[config.mk]
export PLATFORM = sky130hd
export DESIGN_NAME = sspr_top
export DESIGN_NICKNAME = d
export VERILOG_FILES = /design/src/sspr_pkg.sv /design/src/sspr_top.sv
export SDC_FILE = /design/constraint.sdc
export NUM_CORES = 1
export LEC_CHECK = 0
export ABC_CLOCK_PERIOD_IN_PS = 5900
export BUFFER_PORTS_ARGS = -buffer_cell sky130_fd_sc_hd__buf_2
export CORE_ASPECT_RATIO = 0.8
export CORE_MARGIN = 4
export CORE_UTILIZATION = 45
export CTS_CLUSTER_DIAMETER = 50
export DETAILED_ROUTE_END_ITERATION = 16
export PLACE_DENSITY = 0.64
export SLEW_MARGIN = 20
export SYNTH_ARGS = -nofsm -noshare
export SYNTH_HDL_FRONTEND = slang
export SYNTH_SLANG_ARGS = --single-unit
[constraint.sdc]
create_clock -name hclk -period 5.9 [get_ports hclk]
set_input_delay 0.59 -clock hclk [delete_from_list [all_inputs] [get_ports hclk]]
set_output_delay 0.59 -clock hclk [all_outputs]
set_load 0.01 [all_outputs]
[src/sspr_pkg.sv]
// Notes on behaviour
// RULE_01: Bit rate is the prescaled clock divided by one plus the rate divisor.
// RULE_02: Frame format 00 SPI, 01 framed synchronous serial, 10 three-wire; 11 undefined.
// RULE_03: Word size code 0011 gives 4 bits up to 1111 giving 16 bits.
// RULE_04: Clock phase and polarity act only in SPI framing.
// RULE_05: A slave with output disable set never drives the transmit line.
// RULE_06: Software changes the role only while disabled; 0 master, 1 slave.
// RULE_07: Port enable 0 stops all serial activity; 1 allows transfers.
// RULE_08: Loopback feeds the transmit shifter output into the receive shifter.
// RULE_09: Receive overrun raises its interrupt only while its enable is set.
// RULE_10: Transmit interrupt holds while enabled and transmit FIFO is half full or emptier.
// RULE_11: Receive interrupt holds while enabled and receive FIFO is half full or fuller.
// RULE_12: Data register reads pop the receive FIFO; received words enter at its tail.
// RULE_13: Data register writes push the transmit FIFO; the shifter drains it word by word.
// RULE_14: Software right-aligns short transmit words; upper bits are ignored.
// RULE_15: Short received words are right-aligned in the receive FIFO.
// RULE_16: Three-wire mode sends only the low byte; receive length follows word size.
// RULE_17: Clearing port enable flushes neither FIFO.
// RULE_18: The interrupt address reads status and clears on writes.
// RULE_19: Reserved register bits read undefined; here they read zero.
// RULE_20: Prescale divisor is even, 2 to 254; bit zero reads back as zero.
// RULE_21: Any write to the interrupt clear address clears the overrun interrupt.
// RULE_22: Receive request at four or more words; transmit request with four free.
// RULE_23: Busy reads 1 during a frame or while the transmit FIFO holds data.
// RULE_24: Transmit and receive FIFOs are eight deep and 16 bits wide.
// RULE_25: Serial clock is reference over prescale times one plus rate divisor.
package sspr_pkg;
	localparam logic [31:0] ADDR_FRAME_CONTROL = 32'h808A_0000;
	localparam logic [31:0] ADDR_PORT_CONTROL = 32'h808A_0004;
	localparam logic [31:0] ADDR_FIFO_DATA = 32'h808A_0008;
	localparam logic [31:0] ADDR_FIFO_STATUS = 32'h808A_000C;
	localparam logic [31:0] ADDR_CLOCK_PRESCALE = 32'h808A_0010;
	localparam logic [31:0] ADDR_IRQ_STATUS_CLEAR = 32'h808A_0014;
	localparam logic [15:0] FRAME_CONTROL_RESET = 16'h0000;
	localparam logic [6:0] PORT_CONTROL_RESET = 7'h00;
	localparam logic [7:0] CLOCK_PRESCALE_RESET = 8'h00;
	// Frame control fields
	localparam int RATE_LSB = 8;
	localparam int RATE_MSB = 15;
	localparam int PHASE_BIT = 7;
	localparam int POLARITY_BIT = 6;
	localparam int FORMAT_LSB = 4;
	localparam int FORMAT_MSB = 5;
	localparam int SIZE_LSB = 0;
	localparam int SIZE_MSB = 3;
	// Port control fields
	localparam int SOD_BIT = 6;
	localparam int ROLE_BIT = 5;
	localparam int ENABLE_BIT = 4;
	localparam int LOOP_BIT = 3;
	localparam int OVERRUN_IRQ_ENABLE_BIT = 2;
	localparam int TIE_BIT = 1;
	localparam int RIE_BIT = 0;
	// Status and interrupt fields
	localparam int BUSY_BIT = 4;
	localparam int RFF_BIT = 3;
	localparam int RNE_BIT = 2;
	localparam int TNF_BIT = 1;
	localparam int TFE_BIT = 0;
	localparam int RORIS_BIT = 2;
	localparam int TIS_BIT = 1;
	localparam int RIS_BIT = 0;
	// Frame formats
	localparam logic [1:0] FMT_SPI = 2'h0;
	localparam logic [1:0] FMT_SSI = 2'h1;
	localparam logic [1:0] FMT_TW = 2'h2;
	// Word lengths
	localparam int WORD_W = 16;
	localparam logic [4:0] WORD_W_5 = 5'h10;
	localparam logic [4:0] TW_CTRL_BITS = 5'h08;
	localparam logic [5:0] TW_RX_FIRST = 6'h09;
	localparam logic [7:0] PRESCALE_MIN = 8'h02;
	typedef enum logic [1:0] {ST_IDLE, ST_LEAD, ST_XFER, ST_TAIL} sspr_state_t;
endpackage : sspr_pkg

[src/sspr_top.sv]
// Design decision made here: the AHB-Lite register port.
`timescale 1ns/10ps
module sspr_top
	import sspr_pkg::*;
#(
	parameter int FIFO_DEPTH = 8
)
(
	// Clock and reset
	input wire logic hclk,
	input wire logic hresetn,
	// AHB-Lite slave
	input wire logic hsel,
	input wire logic [31:0] haddr,
	input wire logic [1:0] htrans,
	input wire logic hwrite,
	input wire logic [2:0] hsize,
	input wire logic [31:0] hwdata,
	input wire logic hready,
	output logic hreadyout,
	output logic hresp,
	output logic [31:0] hrdata,
	// Serial pins in
	input wire logic sclk_in,
	input wire logic frame_in,
	input wire logic rxd_in,
	// Serial pins out
	output logic sclk_out,
	output logic sclk_oe,
	output logic frame_out,
	output logic frame_oe,
	output logic serial_out_line,
	output logic serial_out_oe,
	// Interrupt lines
	output logic overrun_irq,
	output logic tx_service_irq,
	output logic rx_service_irq
);
	localparam int PW = $clog2(FIFO_DEPTH);
	localparam logic [PW:0] FIFO_FULL = (PW + 1)'(FIFO_DEPTH);
	localparam logic [PW:0] FIFO_HALF = (PW + 1)'(FIFO_DEPTH / 2);

	generate
		if (FIFO_DEPTH < 2 || (1 << PW) != FIFO_DEPTH)
		begin : g_bad_depth
			$error("FIFO_DEPTH must be a power of two of at least 2");
		end
	endgenerate

	function automatic logic hit(input logic [31:0] a, input logic [31:0] b);
		hit = (a == b);
	endfunction : hit

	logic [15:0] frame_control_reg;
	logic [6:0] port_control_reg;
	logic [7:0] clock_prescale_reg;
	logic [31:0] wr_addr_reg;
	logic wr_pend_reg;
	logic [31:0] hrdata_reg;
	logic [31:0] rd_word;
	logic addr_phase;

	// Control fields
	logic [7:0] bit_rate_divisor;
	logic clock_phase_sel, clock_polarity_sel;
	logic [1:0] frame_format_sel;
	logic [3:0] word_size_sel;
	logic slave_output_disable, role_select, port_enable, loopback_sel;
	logic overrun_irq_enable, tx_irq_enable, rx_irq_enable;
	assign bit_rate_divisor = frame_control_reg[RATE_MSB:RATE_LSB];
	assign clock_phase_sel = frame_control_reg[PHASE_BIT];
	assign clock_polarity_sel = frame_control_reg[POLARITY_BIT];
	assign frame_format_sel = frame_control_reg[FORMAT_MSB:FORMAT_LSB];
	assign word_size_sel = frame_control_reg[SIZE_MSB:SIZE_LSB];
	assign slave_output_disable = port_control_reg[SOD_BIT];
	assign role_select = port_control_reg[ROLE_BIT];
	assign port_enable = port_control_reg[ENABLE_BIT];
	assign loopback_sel = port_control_reg[LOOP_BIT];
	assign overrun_irq_enable = port_control_reg[OVERRUN_IRQ_ENABLE_BIT];
	assign tx_irq_enable = port_control_reg[TIE_BIT];
	assign rx_irq_enable = port_control_reg[RIE_BIT];

	// FIFO storage
	logic [WORD_W-1:0] tx_mem [FIFO_DEPTH];
	logic [WORD_W-1:0] rx_mem [FIFO_DEPTH];
	logic [PW-1:0] tx_wp_reg, tx_rp_reg, rx_wp_reg, rx_rp_reg;
	logic [PW:0] tx_cnt_reg, rx_cnt_reg;
	logic tx_push, tx_pop, rx_push, rx_pop, tx_empty, tx_full, rx_empty, rx_full;
	logic [WORD_W-1:0] rx_word;
	assign tx_empty = (tx_cnt_reg == '0);
	assign tx_full = (tx_cnt_reg == FIFO_FULL);
	assign rx_empty = (rx_cnt_reg == '0);
	assign rx_full = (rx_cnt_reg == FIFO_FULL);

	// Bus slave
	assign addr_phase = hsel & hready & htrans[1];
	assign hreadyout = 1'b1;
	assign hresp = 1'b0;
	assign hrdata = hrdata_reg;

	always_ff @(posedge hclk or negedge hresetn)
	begin
		if (!hresetn)
		begin
			wr_pend_reg <= 1'b0;
			wr_addr_reg <= 32'h0000_0000;
		end
		else
		begin
			wr_pend_reg <= addr_phase & hwrite;
			if (addr_phase)
				wr_addr_reg <= haddr;
		end
	end

	always_ff @(posedge hclk or negedge hresetn)
	begin
		if (!hresetn)
			hrdata_reg <= 32'h0000_0000;
		else if (addr_phase & !hwrite)
			hrdata_reg <= rd_word;
	end

	// Read mux, reserved bits zero
	sspr_state_t state_reg;
	logic busy_flag;
	always_comb
	begin
		rd_word = 32'h0000_0000; // [RULE_19]
		if (hit(haddr, ADDR_FRAME_CONTROL))
			rd_word[15:0] = frame_control_reg;
		else if (hit(haddr, ADDR_PORT_CONTROL))
			rd_word[6:0] = port_control_reg;
		else if (hit(haddr, ADDR_FIFO_DATA) && !rx_empty)
			rd_word[WORD_W-1:0] = rx_mem[rx_rp_reg]; // [RULE_12]
		else if (hit(haddr, ADDR_FIFO_STATUS))
		begin
			rd_word[BUSY_BIT] = busy_flag; // [RULE_23]
			rd_word[RFF_BIT] = rx_full;
			rd_word[RNE_BIT] = !rx_empty;
			rd_word[TNF_BIT] = !tx_full;
			rd_word[TFE_BIT] = tx_empty;
		end
		else if (hit(haddr, ADDR_CLOCK_PRESCALE))
			rd_word[7:0] = clock_prescale_reg;
		else if (hit(haddr, ADDR_IRQ_STATUS_CLEAR))
		begin
			rd_word[RORIS_BIT] = overrun_irq; // [RULE_18]
			rd_word[TIS_BIT] = tx_service_irq;
			rd_word[RIS_BIT] = rx_service_irq;
		end
	end

	assign rx_pop = addr_phase & !hwrite & hit(haddr, ADDR_FIFO_DATA) & !rx_empty; // [RULE_12]
	assign tx_push = wr_pend_reg & hit(wr_addr_reg, ADDR_FIFO_DATA); // [RULE_13]

	// Register writes
	always_ff @(posedge hclk or negedge hresetn)
	begin
		if (!hresetn)
			frame_control_reg <= FRAME_CONTROL_RESET;
		else if (wr_pend_reg & hit(wr_addr_reg, ADDR_FRAME_CONTROL))
			frame_control_reg <= hwdata[15:0];
	end

	always_ff @(posedge hclk or negedge hresetn)
	begin
		if (!hresetn)
			port_control_reg <= PORT_CONTROL_RESET;
		else if (wr_pend_reg & hit(wr_addr_reg, ADDR_PORT_CONTROL))
		begin
			port_control_reg <= hwdata[6:0];
			if (port_enable)
				port_control_reg[ROLE_BIT] <= role_select; // [RULE_06]
		end
	end

	always_ff @(posedge hclk or negedge hresetn)
	begin
		if (!hresetn)
			clock_prescale_reg <= CLOCK_PRESCALE_RESET;
		else if (wr_pend_reg & hit(wr_addr_reg, ADDR_CLOCK_PRESCALE))
			clock_prescale_reg <= {hwdata[7:1], 1'b0}; // [RULE_20]
	end

	// Transmit FIFO, kept across disable
	always_ff @(posedge hclk)
	begin
		if (tx_push & !tx_full)
			tx_mem[tx_wp_reg] <= hwdata[WORD_W-1:0]; // [RULE_13] [RULE_14]
	end

	always_ff @(posedge hclk or negedge hresetn)
	begin
		if (!hresetn)
		begin
			tx_wp_reg <= '0;
			tx_rp_reg <= '0;
			tx_cnt_reg <= '0;
		end
		else
		begin
			if (tx_push & !tx_full)
				tx_wp_reg <= tx_wp_reg + 1'b1;
			if (tx_pop)
				tx_rp_reg <= tx_rp_reg + 1'b1; // [RULE_17]
			case ({tx_push & !tx_full, tx_pop})
				2'b10: tx_cnt_reg <= tx_cnt_reg + 1'b1;
				2'b01: tx_cnt_reg <= tx_cnt_reg - 1'b1;
				default: tx_cnt_reg <= tx_cnt_reg;
			endcase
		end
	end

	// Receive FIFO
	always_ff @(posedge hclk)
	begin
		if (rx_push & !rx_full)
			rx_mem[rx_wp_reg] <= rx_word; // [RULE_12] [RULE_24]
	end

	always_ff @(posedge hclk or negedge hresetn)
	begin
		if (!hresetn)
		begin
			rx_wp_reg <= '0;
			rx_rp_reg <= '0;
			rx_cnt_reg <= '0;
		end
		else
		begin
			if (rx_push & !rx_full)
				rx_wp_reg <= rx_wp_reg + 1'b1;
			if (rx_pop)
				rx_rp_reg <= rx_rp_reg + 1'b1;
			case ({rx_push & !rx_full, rx_pop})
				2'b10: rx_cnt_reg <= rx_cnt_reg + 1'b1;
				2'b01: rx_cnt_reg <= rx_cnt_reg - 1'b1;
				default: rx_cnt_reg <= rx_cnt_reg;
			endcase
		end
	end

	// Pin synchronisers
	logic sclk_m1_reg, sclk_s_reg, sclk_prev_reg;
	logic frame_m1_reg, frame_s_reg, rxd_m1_reg, rxd_s_reg;
	always_ff @(posedge hclk or negedge hresetn)
	begin
		if (!hresetn)
		begin
			{sclk_m1_reg, sclk_s_reg, sclk_prev_reg} <= 3'h0;
			{frame_m1_reg, frame_s_reg, rxd_m1_reg, rxd_s_reg} <= 4'h0;
		end
		else
		begin
			sclk_m1_reg <= sclk_in;
			sclk_s_reg <= sclk_m1_reg;
			sclk_prev_reg <= sclk_s_reg;
			frame_m1_reg <= frame_in;
			frame_s_reg <= frame_m1_reg;
			rxd_m1_reg <= rxd_in;
			rxd_s_reg <= rxd_m1_reg;
		end
	end

	// Format decode
	logic fmt_spi, fmt_ssi, fmt_tw, eff_cpha, eff_cpol, is_master;
	logic [4:0] word_len, tx_len;
	logic [5:0] total_bits, rx_first;
	assign fmt_spi = (frame_format_sel == FMT_SPI); // [RULE_02]
	assign fmt_ssi = (frame_format_sel == FMT_SSI);
	assign fmt_tw = (frame_format_sel == FMT_TW);
	assign eff_cpha = fmt_spi ? clock_phase_sel : fmt_ssi; // [RULE_04]
	assign eff_cpol = fmt_spi & clock_polarity_sel; // [RULE_04]
	assign is_master = !role_select; // [RULE_06]
	assign word_len = {1'b0, word_size_sel} + 5'h01; // [RULE_03]
	assign tx_len = fmt_tw ? TW_CTRL_BITS : word_len; // [RULE_16]
	assign total_bits = fmt_tw ? (TW_RX_FIRST + {1'b0, word_len}) : {1'b0, word_len};
	assign rx_first = fmt_tw ? TW_RX_FIRST : 6'h00;

	// Bit rate divider
	logic [7:0] prescale_divisor;
	logic [6:0] pre_last, pre_cnt_reg;
	logic [7:0] rate_cnt_reg;
	logic half_tick, half_reg;
	assign prescale_divisor = (clock_prescale_reg < PRESCALE_MIN) ? PRESCALE_MIN
		: clock_prescale_reg;
	assign pre_last = prescale_divisor[7:1] - 7'h01;
	assign half_tick = (state_reg != ST_IDLE) & (pre_cnt_reg == pre_last)
		& (rate_cnt_reg == bit_rate_divisor); // [RULE_01] [RULE_25]

	always_ff @(posedge hclk or negedge hresetn)
	begin
		if (!hresetn)
		begin
			pre_cnt_reg <= 7'h00;
			rate_cnt_reg <= 8'h00;
		end
		else if (state_reg == ST_IDLE || !is_master)
		begin
			pre_cnt_reg <= 7'h00;
			rate_cnt_reg <= 8'h00;
		end
		else if (pre_cnt_reg == pre_last)
		begin
			pre_cnt_reg <= 7'h00;
			rate_cnt_reg <= (rate_cnt_reg == bit_rate_divisor) ? 8'h00
				: rate_cnt_reg + 8'h01; // [RULE_01]
		end
		else
			pre_cnt_reg <= pre_cnt_reg + 7'h01;
	end

	// Sample and shift events
	logic s_rise, s_fall, cap_ev, launch_ev, m_start, s_start, last_cap, frame_on;
	logic [5:0] pos_reg;
	logic [WORD_W-1:0] tx_sh_reg, rx_sh_reg, tx_load, rx_mask;
	logic rx_bit, tx_bit;
	assign s_rise = (sclk_s_reg ^ eff_cpol) & !(sclk_prev_reg ^ eff_cpol);
	assign s_fall = !(sclk_s_reg ^ eff_cpol) & (sclk_prev_reg ^ eff_cpol);
	always_comb
	begin
		if (is_master)
		begin
			cap_ev = (state_reg == ST_XFER) & half_tick & !half_reg;
			launch_ev = (state_reg == ST_XFER) & half_tick & half_reg;
		end
		else
		begin
			cap_ev = port_enable & (eff_cpha ? s_fall : s_rise);
			launch_ev = port_enable & (eff_cpha ? s_rise : s_fall);
		end
	end
	assign frame_on = fmt_ssi ? frame_s_reg : !frame_s_reg;
	assign m_start = port_enable & is_master & (state_reg == ST_IDLE) & !tx_empty; // [RULE_07]
	assign s_start = port_enable & !is_master & (state_reg == ST_IDLE) & frame_on
		& (!fmt_ssi | cap_ev);
	assign tx_pop = m_start | (s_start & !tx_empty); // [RULE_13]
	assign last_cap = cap_ev & (state_reg == ST_XFER) & (pos_reg == total_bits - 6'h01);
	assign rx_push = last_cap; // [RULE_12]
	assign tx_load = tx_mem[tx_rp_reg] << (WORD_W_5 - tx_len); // [RULE_14] [RULE_16]
	assign tx_bit = tx_sh_reg[WORD_W-1];
	assign rx_bit = loopback_sel ? tx_sh_reg[WORD_W-1] : rxd_s_reg; // [RULE_08]
	assign rx_mask = {WORD_W{1'b1}} >> (WORD_W_5 - word_len);
	assign rx_word = {rx_sh_reg[WORD_W-2:0], rx_bit} & rx_mask; // [RULE_15]
	assign busy_flag = (state_reg != ST_IDLE) | !tx_empty; // [RULE_23]

	// Frame engine
	always_ff @(posedge hclk or negedge hresetn)
	begin
		if (!hresetn)
		begin
			state_reg <= ST_IDLE;
			half_reg <= 1'b0;
			pos_reg <= 6'h00;
			tx_sh_reg <= '0;
			rx_sh_reg <= '0;
		end
		else if (!port_enable)
		begin
			state_reg <= ST_IDLE; // [RULE_07]
			half_reg <= 1'b0;
		end
		else
		begin
			case (state_reg)
				ST_IDLE:
				begin
					if (m_start | s_start)
					begin
						state_reg <= m_start ? ST_LEAD : ST_XFER;
						half_reg <= 1'b0;
						pos_reg <= 6'h00;
						rx_sh_reg <= '0;
						tx_sh_reg <= tx_empty ? '0 : tx_load; // [RULE_13]
					end
				end
				ST_LEAD:
				begin
					if (half_tick)
					begin
						half_reg <= fmt_ssi & !half_reg;
						if (!fmt_ssi || half_reg)
							state_reg <= ST_XFER;
					end
				end
				ST_XFER:
				begin
					if (cap_ev)
					begin
						pos_reg <= pos_reg + 6'h01;
						if (pos_reg >= rx_first)
							rx_sh_reg <= {rx_sh_reg[WORD_W-2:0], rx_bit}; // [RULE_08]
						if (is_master)
							half_reg <= 1'b1;
						else if (last_cap)
							state_reg <= ST_IDLE;
					end
					if (launch_ev)
					begin
						if (pos_reg != 6'h00)
							tx_sh_reg <= {tx_sh_reg[WORD_W-2:0], 1'b0};
						if (is_master)
						begin
							half_reg <= 1'b0;
							if (pos_reg == total_bits)
								state_reg <= ST_TAIL;
						end
					end
					if (!is_master && !fmt_ssi && !frame_on)
						state_reg <= ST_IDLE;
				end
				ST_TAIL:
				begin
					if (half_tick)
						state_reg <= ST_IDLE;
				end
				default: state_reg <= ST_IDLE;
			endcase
		end
	end

	// Pin drivers
	logic sclk_lvl, frame_lvl;
	always_comb
	begin
		sclk_lvl = eff_cpol;
		if (state_reg == ST_XFER)
			sclk_lvl = (eff_cpha ? !half_reg : half_reg) ^ eff_cpol; // [RULE_04]
		if (fmt_ssi)
			frame_lvl = (state_reg == ST_LEAD);
		else
			frame_lvl = !((state_reg == ST_LEAD) | (state_reg == ST_XFER));
	end

	always_ff @(posedge hclk or negedge hresetn)
	begin
		if (!hresetn)
		begin
			sclk_out <= 1'b0;
			sclk_oe <= 1'b0;
			frame_out <= 1'b1;
			frame_oe <= 1'b0;
			serial_out_line <= 1'b0;
			serial_out_oe <= 1'b0;
		end
		else
		begin
			sclk_out <= sclk_lvl;
			sclk_oe <= is_master;
			frame_out <= frame_lvl;
			frame_oe <= is_master;
			serial_out_line <= (state_reg == ST_XFER) & tx_bit;
			serial_out_oe <= port_enable & (is_master
				| (!slave_output_disable & (state_reg == ST_XFER))); // [RULE_05]
		end
	end

	// Interrupt conditions
	always_ff @(posedge hclk or negedge hresetn)
	begin
		if (!hresetn)
			overrun_irq <= 1'b0;
		else if (rx_push & rx_full & overrun_irq_enable)
			overrun_irq <= 1'b1; // [RULE_09]
		else if ((wr_pend_reg & hit(wr_addr_reg, ADDR_IRQ_STATUS_CLEAR)) | !overrun_irq_enable)
			overrun_irq <= 1'b0; // [RULE_21] [RULE_18]
	end

	always_ff @(posedge hclk or negedge hresetn)
	begin
		if (!hresetn)
		begin
			tx_service_irq <= 1'b0;
			rx_service_irq <= 1'b0;
		end
		else
		begin
			tx_service_irq <= tx_irq_enable & (tx_cnt_reg <= FIFO_HALF); // [RULE_10] [RULE_22]
			rx_service_irq <= rx_irq_enable & (rx_cnt_reg >= FIFO_HALF); // [RULE_11] [RULE_22]
		end
	end
endmodule : sspr_top

[Yosys cells after proc, flatten, opt, wreduce, memory -nomap -nowiden]
Memory sizes are Yosys's and may differ from the RTL's.
Index checks and enable logic that the tools add are counted.
Widths: inputs -> output; s select.
Cells by class
  div/mod/pow operators: 0
  muxes and demuxes: 71
  bitwise gates (word level): 53
  order comparisons: 4
  reductions and logical operators: 37
  multipliers: 0
  equality and inequality tests: 36
  shift-type cells: 2
  add/subtract/negate cells: 17
Operators with widths (number)
  $eq 32x32->1 const B: 11
  $mux 16: 5
  $mux 8: 6
  $mux 15: 3
  $and 1x1->1: 41
  $pmux 16 s2: 1
  $pmux 15 s2: 1
  $mux 2: 13
  $mux 1: 23
  $mux 7: 3
  $mux 6: 3
  $and 16x16->16: 1
  $pmux 4 s2: 2
  $shl 16x5->16: 1
  $shr 16x5->16 const A: 1
  $logic_not 1->1: 15
  $mux 5: 3
  $add 3x1->3 const B: 4
  $eq 6x6->1: 2
  $pmux 6 s2: 1
  $reduce_bool 2->1: 6
  $eq 2x2->1 const B: 5
  $reduce_and 5->1: 2
  $sub 5x5->5 const A: 2
  other kinds (38): 65
Word-level totals
  bits in registers: 169
  logic and storage cells: 257
  bits in read-only memories: 0
  RAM bits: 256
  output and inout port bits: 43
  memories kept: 2
  bits in latches: 0
Memories
  rx_mem: depth 8, width 16, rd ports 1, clocked after memory_dff 0, wr ports 1, line sspr_top.sv:85  | logic [WORD_W-1:0] rx_mem [FIFO_DEPTH];
  tx_mem: depth 8, width 16, rd ports 1, clocked after memory_dff 0, wr ports 1, line sspr_top.sv:84  | logic [WORD_W-1:0] tx_mem [FIFO_DEPTH];

[Logic depth before layout (Yosys ltp)]
  word-level depth: 20
  gate-level depth with buffers: 20
  gate-level depth less buffers: 18

[Least setup slack after synthesis]
OpenSTA, ideal clock, no wires.
  path kind: register to register
  start: register frame_control_reg[0]
  end: register rx_cnt_reg[3]
  path slack: 1.955 ns
  clock period less this slack: 3.945 ns
  path buffers: 3
  setup time: 0.125 ns
  stages on the path, launching flop included: 21
  arrival time: 3.820 ns
  cells stage by stage: dfrtp_1 buf_4 inv_1 ha_1 clkbuf_1 xnor2_1 ha_1 inv_1 o32ai_1 xor2_1 o211ai_1 nor3_1 buf_2 inv_1 ha_1 ha_1 a21o_1 a21oi_1 xnor2_1 nor2_1 xor2_1
Between the ends
  longest elaborated chain between the ends: 9
Ends and longest elaborated chain
  start: declaration: line sspr_top.sv:54  | logic [15:0] frame_control_reg;
  start signal: assignment: line sspr_top.sv:163  | frame_control_reg <= hwdata[15:0];
  $add 4x1->5 (*): line sspr_top.sv:276  | assign word_len = {1'b0, word_size_sel} + 5'h01;
  $add 4x5->6: line sspr_top.sv:278  | assign total_bits = fmt_tw ? (TW_RX_FIRST + {1'b0, word_len}) : {1'b0, word_len};
  $mux 6 (*): line sspr_top.sv:278
  $sub 6x1->6 (*): line sspr_top.sv:339  | assign last_cap = cap_ev & (state_reg == ST_XFER) & (pos_reg == total_bits - 6'h01);
  $eq 6x6->1 (*): line sspr_top.sv:339
  $and 1x1->1 (*): line sspr_top.sv:339
  $and 1x1->1 (*): line sspr_top.sv:236  | case ({rx_push & !rx_full, rx_pop})
  $eq 2x1->1 / $eq 2x2->1 (equally long branches): line sspr_top.sv:236
  $pmux 4 s2 / $reduce_bool 2->1 (equally long branches)
  end signal: assignment: line sspr_top.sv:237  | 2'b10: rx_cnt_reg <= rx_cnt_reg + 1'b1;
  end signal: assignment: line sspr_top.sv:238  | 2'b01: rx_cnt_reg <= rx_cnt_reg - 1'b1;
  end signal: assignment: line sspr_top.sv:239  | default: rx_cnt_reg <= rx_cnt_reg;
  end: declaration: line sspr_top.sv:87  | logic [PW:0] tx_cnt_reg, rx_cnt_reg;
Every way passes the cells marked *; elsewhere a longest branch is shown, timed or not.
A chain may end at the register's enable or synchronous reset.

[Final worst setup path]
Ends and elaborated chain as after synthesis.

==> results_dict.tcl <==
set metrics [dict create \
    finalSetupViolations 0 \
    syn_avg_cell_area_um2 14.0 \
    syn_to_final_growth_pct 12.5 \
    crit_type "reg -> reg" \
    slew_headroom_pct 30.9 \
    drcViolationCount 0 \
    cap_violations 0 \
    min_path_type "in -> reg" \
    htreeDepth 2 \
    multi_input_area_mm2 0.00733 \
    finClkSkew_ps 25.4 \
    grt_pass1_vias 12000 \
    clk_latency_ps 600 \
    hold_viol 0 \
    ys_ff_latch 425 \
    async_reset_ff_share_pct 39.8 \
    first_pass_iters 5 \
    final_cells 2098 \
    ant_nets 0 \
    finalCriticalPeriod_ps 4850 \
    root_buffer "clkbuf_16" \
    cts.sinks 425 \
    ys_warn_count 0 \
    vias 11900 \
    track_usage_pct 19.2 \
    die_area_mm2 0.0473 \
    grt_max_degree 122 \
    synth_ff_type "edfxtp_1" \
    io_buffers 81 \
    grt_remaining_overflow 0 \
    io_pins 120 \
    worst_pin_slew_ps 1030 \
    cp-end-kind "flip-flop" \
    max_freq_mhz 206 \
    critical_path_required_ps 6360 \
    clockBufferDepth 3 \
    status "complete, no violations" \
    grt_first_pass_wirelength_mm 71.0 \
    cts_buffers 47 \
    crit_arrival_ps 5310 \
    first_iter_violations 1035 \
    post-dp-hpwl_mm 30.7 \
    synth_edf_count 256 \
    seq_area_mm2 0.0119 \
    dp_cells 2010 \
    initial_core_util_pct 45.7 \
    fin_crit_sh_pct 82.2 \
    coreArea_mm2 0.0432 \
    start_kind "flip-flop" \
    layout-drive-gt1-share_pct 23.0 \
    rows 68 \
    crit_fanout 11 \
    p_per_area_mw_per_mm2 286 \
    cts_tree "done" \
    n_antenna_cell 0 \
    irDropWorstVdd_v 0.000212 \
    p_leak_nw 8.03 \
    antenna_found_initial 2 \
    place_ws_ps 1190 \
    wl_mm 45.5 \
    setup_tns_ps 0 \
    worst_slack_ps 1050 \
    final_cell_mix "edfxtp_1 (256), dfrtp_1 (164), nand2_1 (112), mux2_2 (97), buf_2 (80)" \
    ys_types 86 \
    nets 1610 \
    avgViaCountPerCell 5.69 \
    slew_viol_final 0 \
    grt_setup_unrepaired "no" \
    utilization_pct 51.4 \
    postSynthCellCount 1414 \
    cts_setup_buffers 0 \
    syn_area_mm2 0.0198 \
    die_w_um 242 \
    clk_pin_slew_worst_paths_ps 60 \
    place_congestion 0.909 \
    layout_commonest_cell "edfxtp_1" \
    synth-seq-area-share_pct 60.3 \
    die-height_um 195 \
    wl_per_cell_um 21.7 \
    fillerInstances 3713 \
]
worst max-delay path, cell delays in order (launching register included):
cell and delay [ps]:
dfrtp_1 670, ha_1 300, inv_1 100, ha_1 510, nand2_1 190, a2111oi_0 570
nor3_2 160, xor2_1 240, o211ai_1 300, nor3_1 250, buf_4 200, inv_1 50
ha_1 210, ha_1 290, a21o_1 170, a21oi_1 160, xnor2_1 140, nor2_1 70
xor2_1 140
final timing paths:
check                                                  from                          end  slack, ps  depth (start not counted)
min in group asynchronous                           hresetn  wr_addr_reg[23]$_DFFE_PN0P_        530                          2
min                                                 sclk_in        sclk_m1_reg$_DFF_PN0_        110                          1
min reg2reg                           sclk_m1_reg$_DFF_PN0_         sclk_s_reg$_DFF_PN0_        360                          0
max                        frame_control_reg[0]$_DFFE_PN0P_    rx_cnt_reg[3]$_DFFE_PN0P_       1050                         18
max in group asynchronous                           hresetn  rate_cnt_reg[5]$_DFFE_PN0P_       4320                          3
max reg2reg                frame_control_reg[0]$_DFFE_PN0P_    rx_cnt_reg[3]$_DFFE_PN0P_       1050                         18
Yosys cell counts (all sizes together) (6+ instances only):
cell type | n | area [um2]
a21oi | 31 | 155
a221oi | 6 | 70.1
a22o | 6 | 52.6
a31oi | 6 | 37.5
and2 | 6 | 37.5
and3 | 13 | 81.3
buf | 36 | 255
clkbuf | 52 | 195
dfrtp | 168 | 4200
edfxtp | 256 | 7690
ha | 30 | 375
inv | 41 | 154
mux2 | 106 | 1200
mux2i | 41 | 410
mux4 | 65 | 1490
nand2 | 112 | 420
nand2b | 13 | 81.3
nand3 | 30 | 155
nand4 | 9 | 56.3
nor2 | 79 | 304
nor2b | 8 | 50.1
nor3 | 22 | 125
nor3b | 6 | 45.0
nor4 | 16 | 100
nor4b | 6 | 52.6
o211ai | 6 | 45.0
o21ai | 65 | 325
o22ai | 7 | 43.8
o31ai | 21 | 158
xnor2 | 38 | 359
xor2 | 22 | 193
power by group:
group	switching [mW]	internal, mW
Clock	1.21	1.58
Sequential	0.0429	3.20
Combinational	0.193	0.131
timing repair:
action                    in CTS  in global routing
hold endpoints to repair       0                  8
gates resized for setup        0                  0
hold buffers                   0                  1
layout make-up:
cell class / instances / area share, %
Clock buffer: 60 / 5.51
Sequential cell: 425 / 53.6
Clock inverter: 26 / 1.05
Timing Repair Buffer: 110 / 2.94
Tap cell: 560 / 3.15
Inverter: 42 / 0.709
Multi-Input combinational cell: 875 / 33.0
stage by stage:
step / area (um2) / hold WS [ps] / power (mW)
6_report: 22200 / 115 / 6.35
4_1_cts: 22200 / 76.9 / 6.41
2_1_floorplan: 19800 / 294 / 3.50
5_1_grt: 22200 / 88.6 / 6.57
3_3_place_gp: 20700 / 340 / 3.61
3_5_place_dp: 20700 / 346 / 3.62
cell families after synthesis:
kind of cell / synth area share, %
other cells: 0.0380
mux: 15.7
compound gates: 6.92
simple gates: 8.92
xor+xnor: 2.91
flops: 60.3
fa+ha+maj: 2.10
buf+inv: 3.08
per-layer routing:
layer / track usage [%] / vias to the layer above / share of wire, %
met2: 28.8 / 331 / 44
met1: 28.7 / 6028 / 48
li1: - / 5504 / -
met3: 3.89 / 71 / 5.9
met5: 1.22 / - / 0.22
met4: 5.03 / 6 / 1.9
No activity file was read; power rests on OpenSTA's default activity.
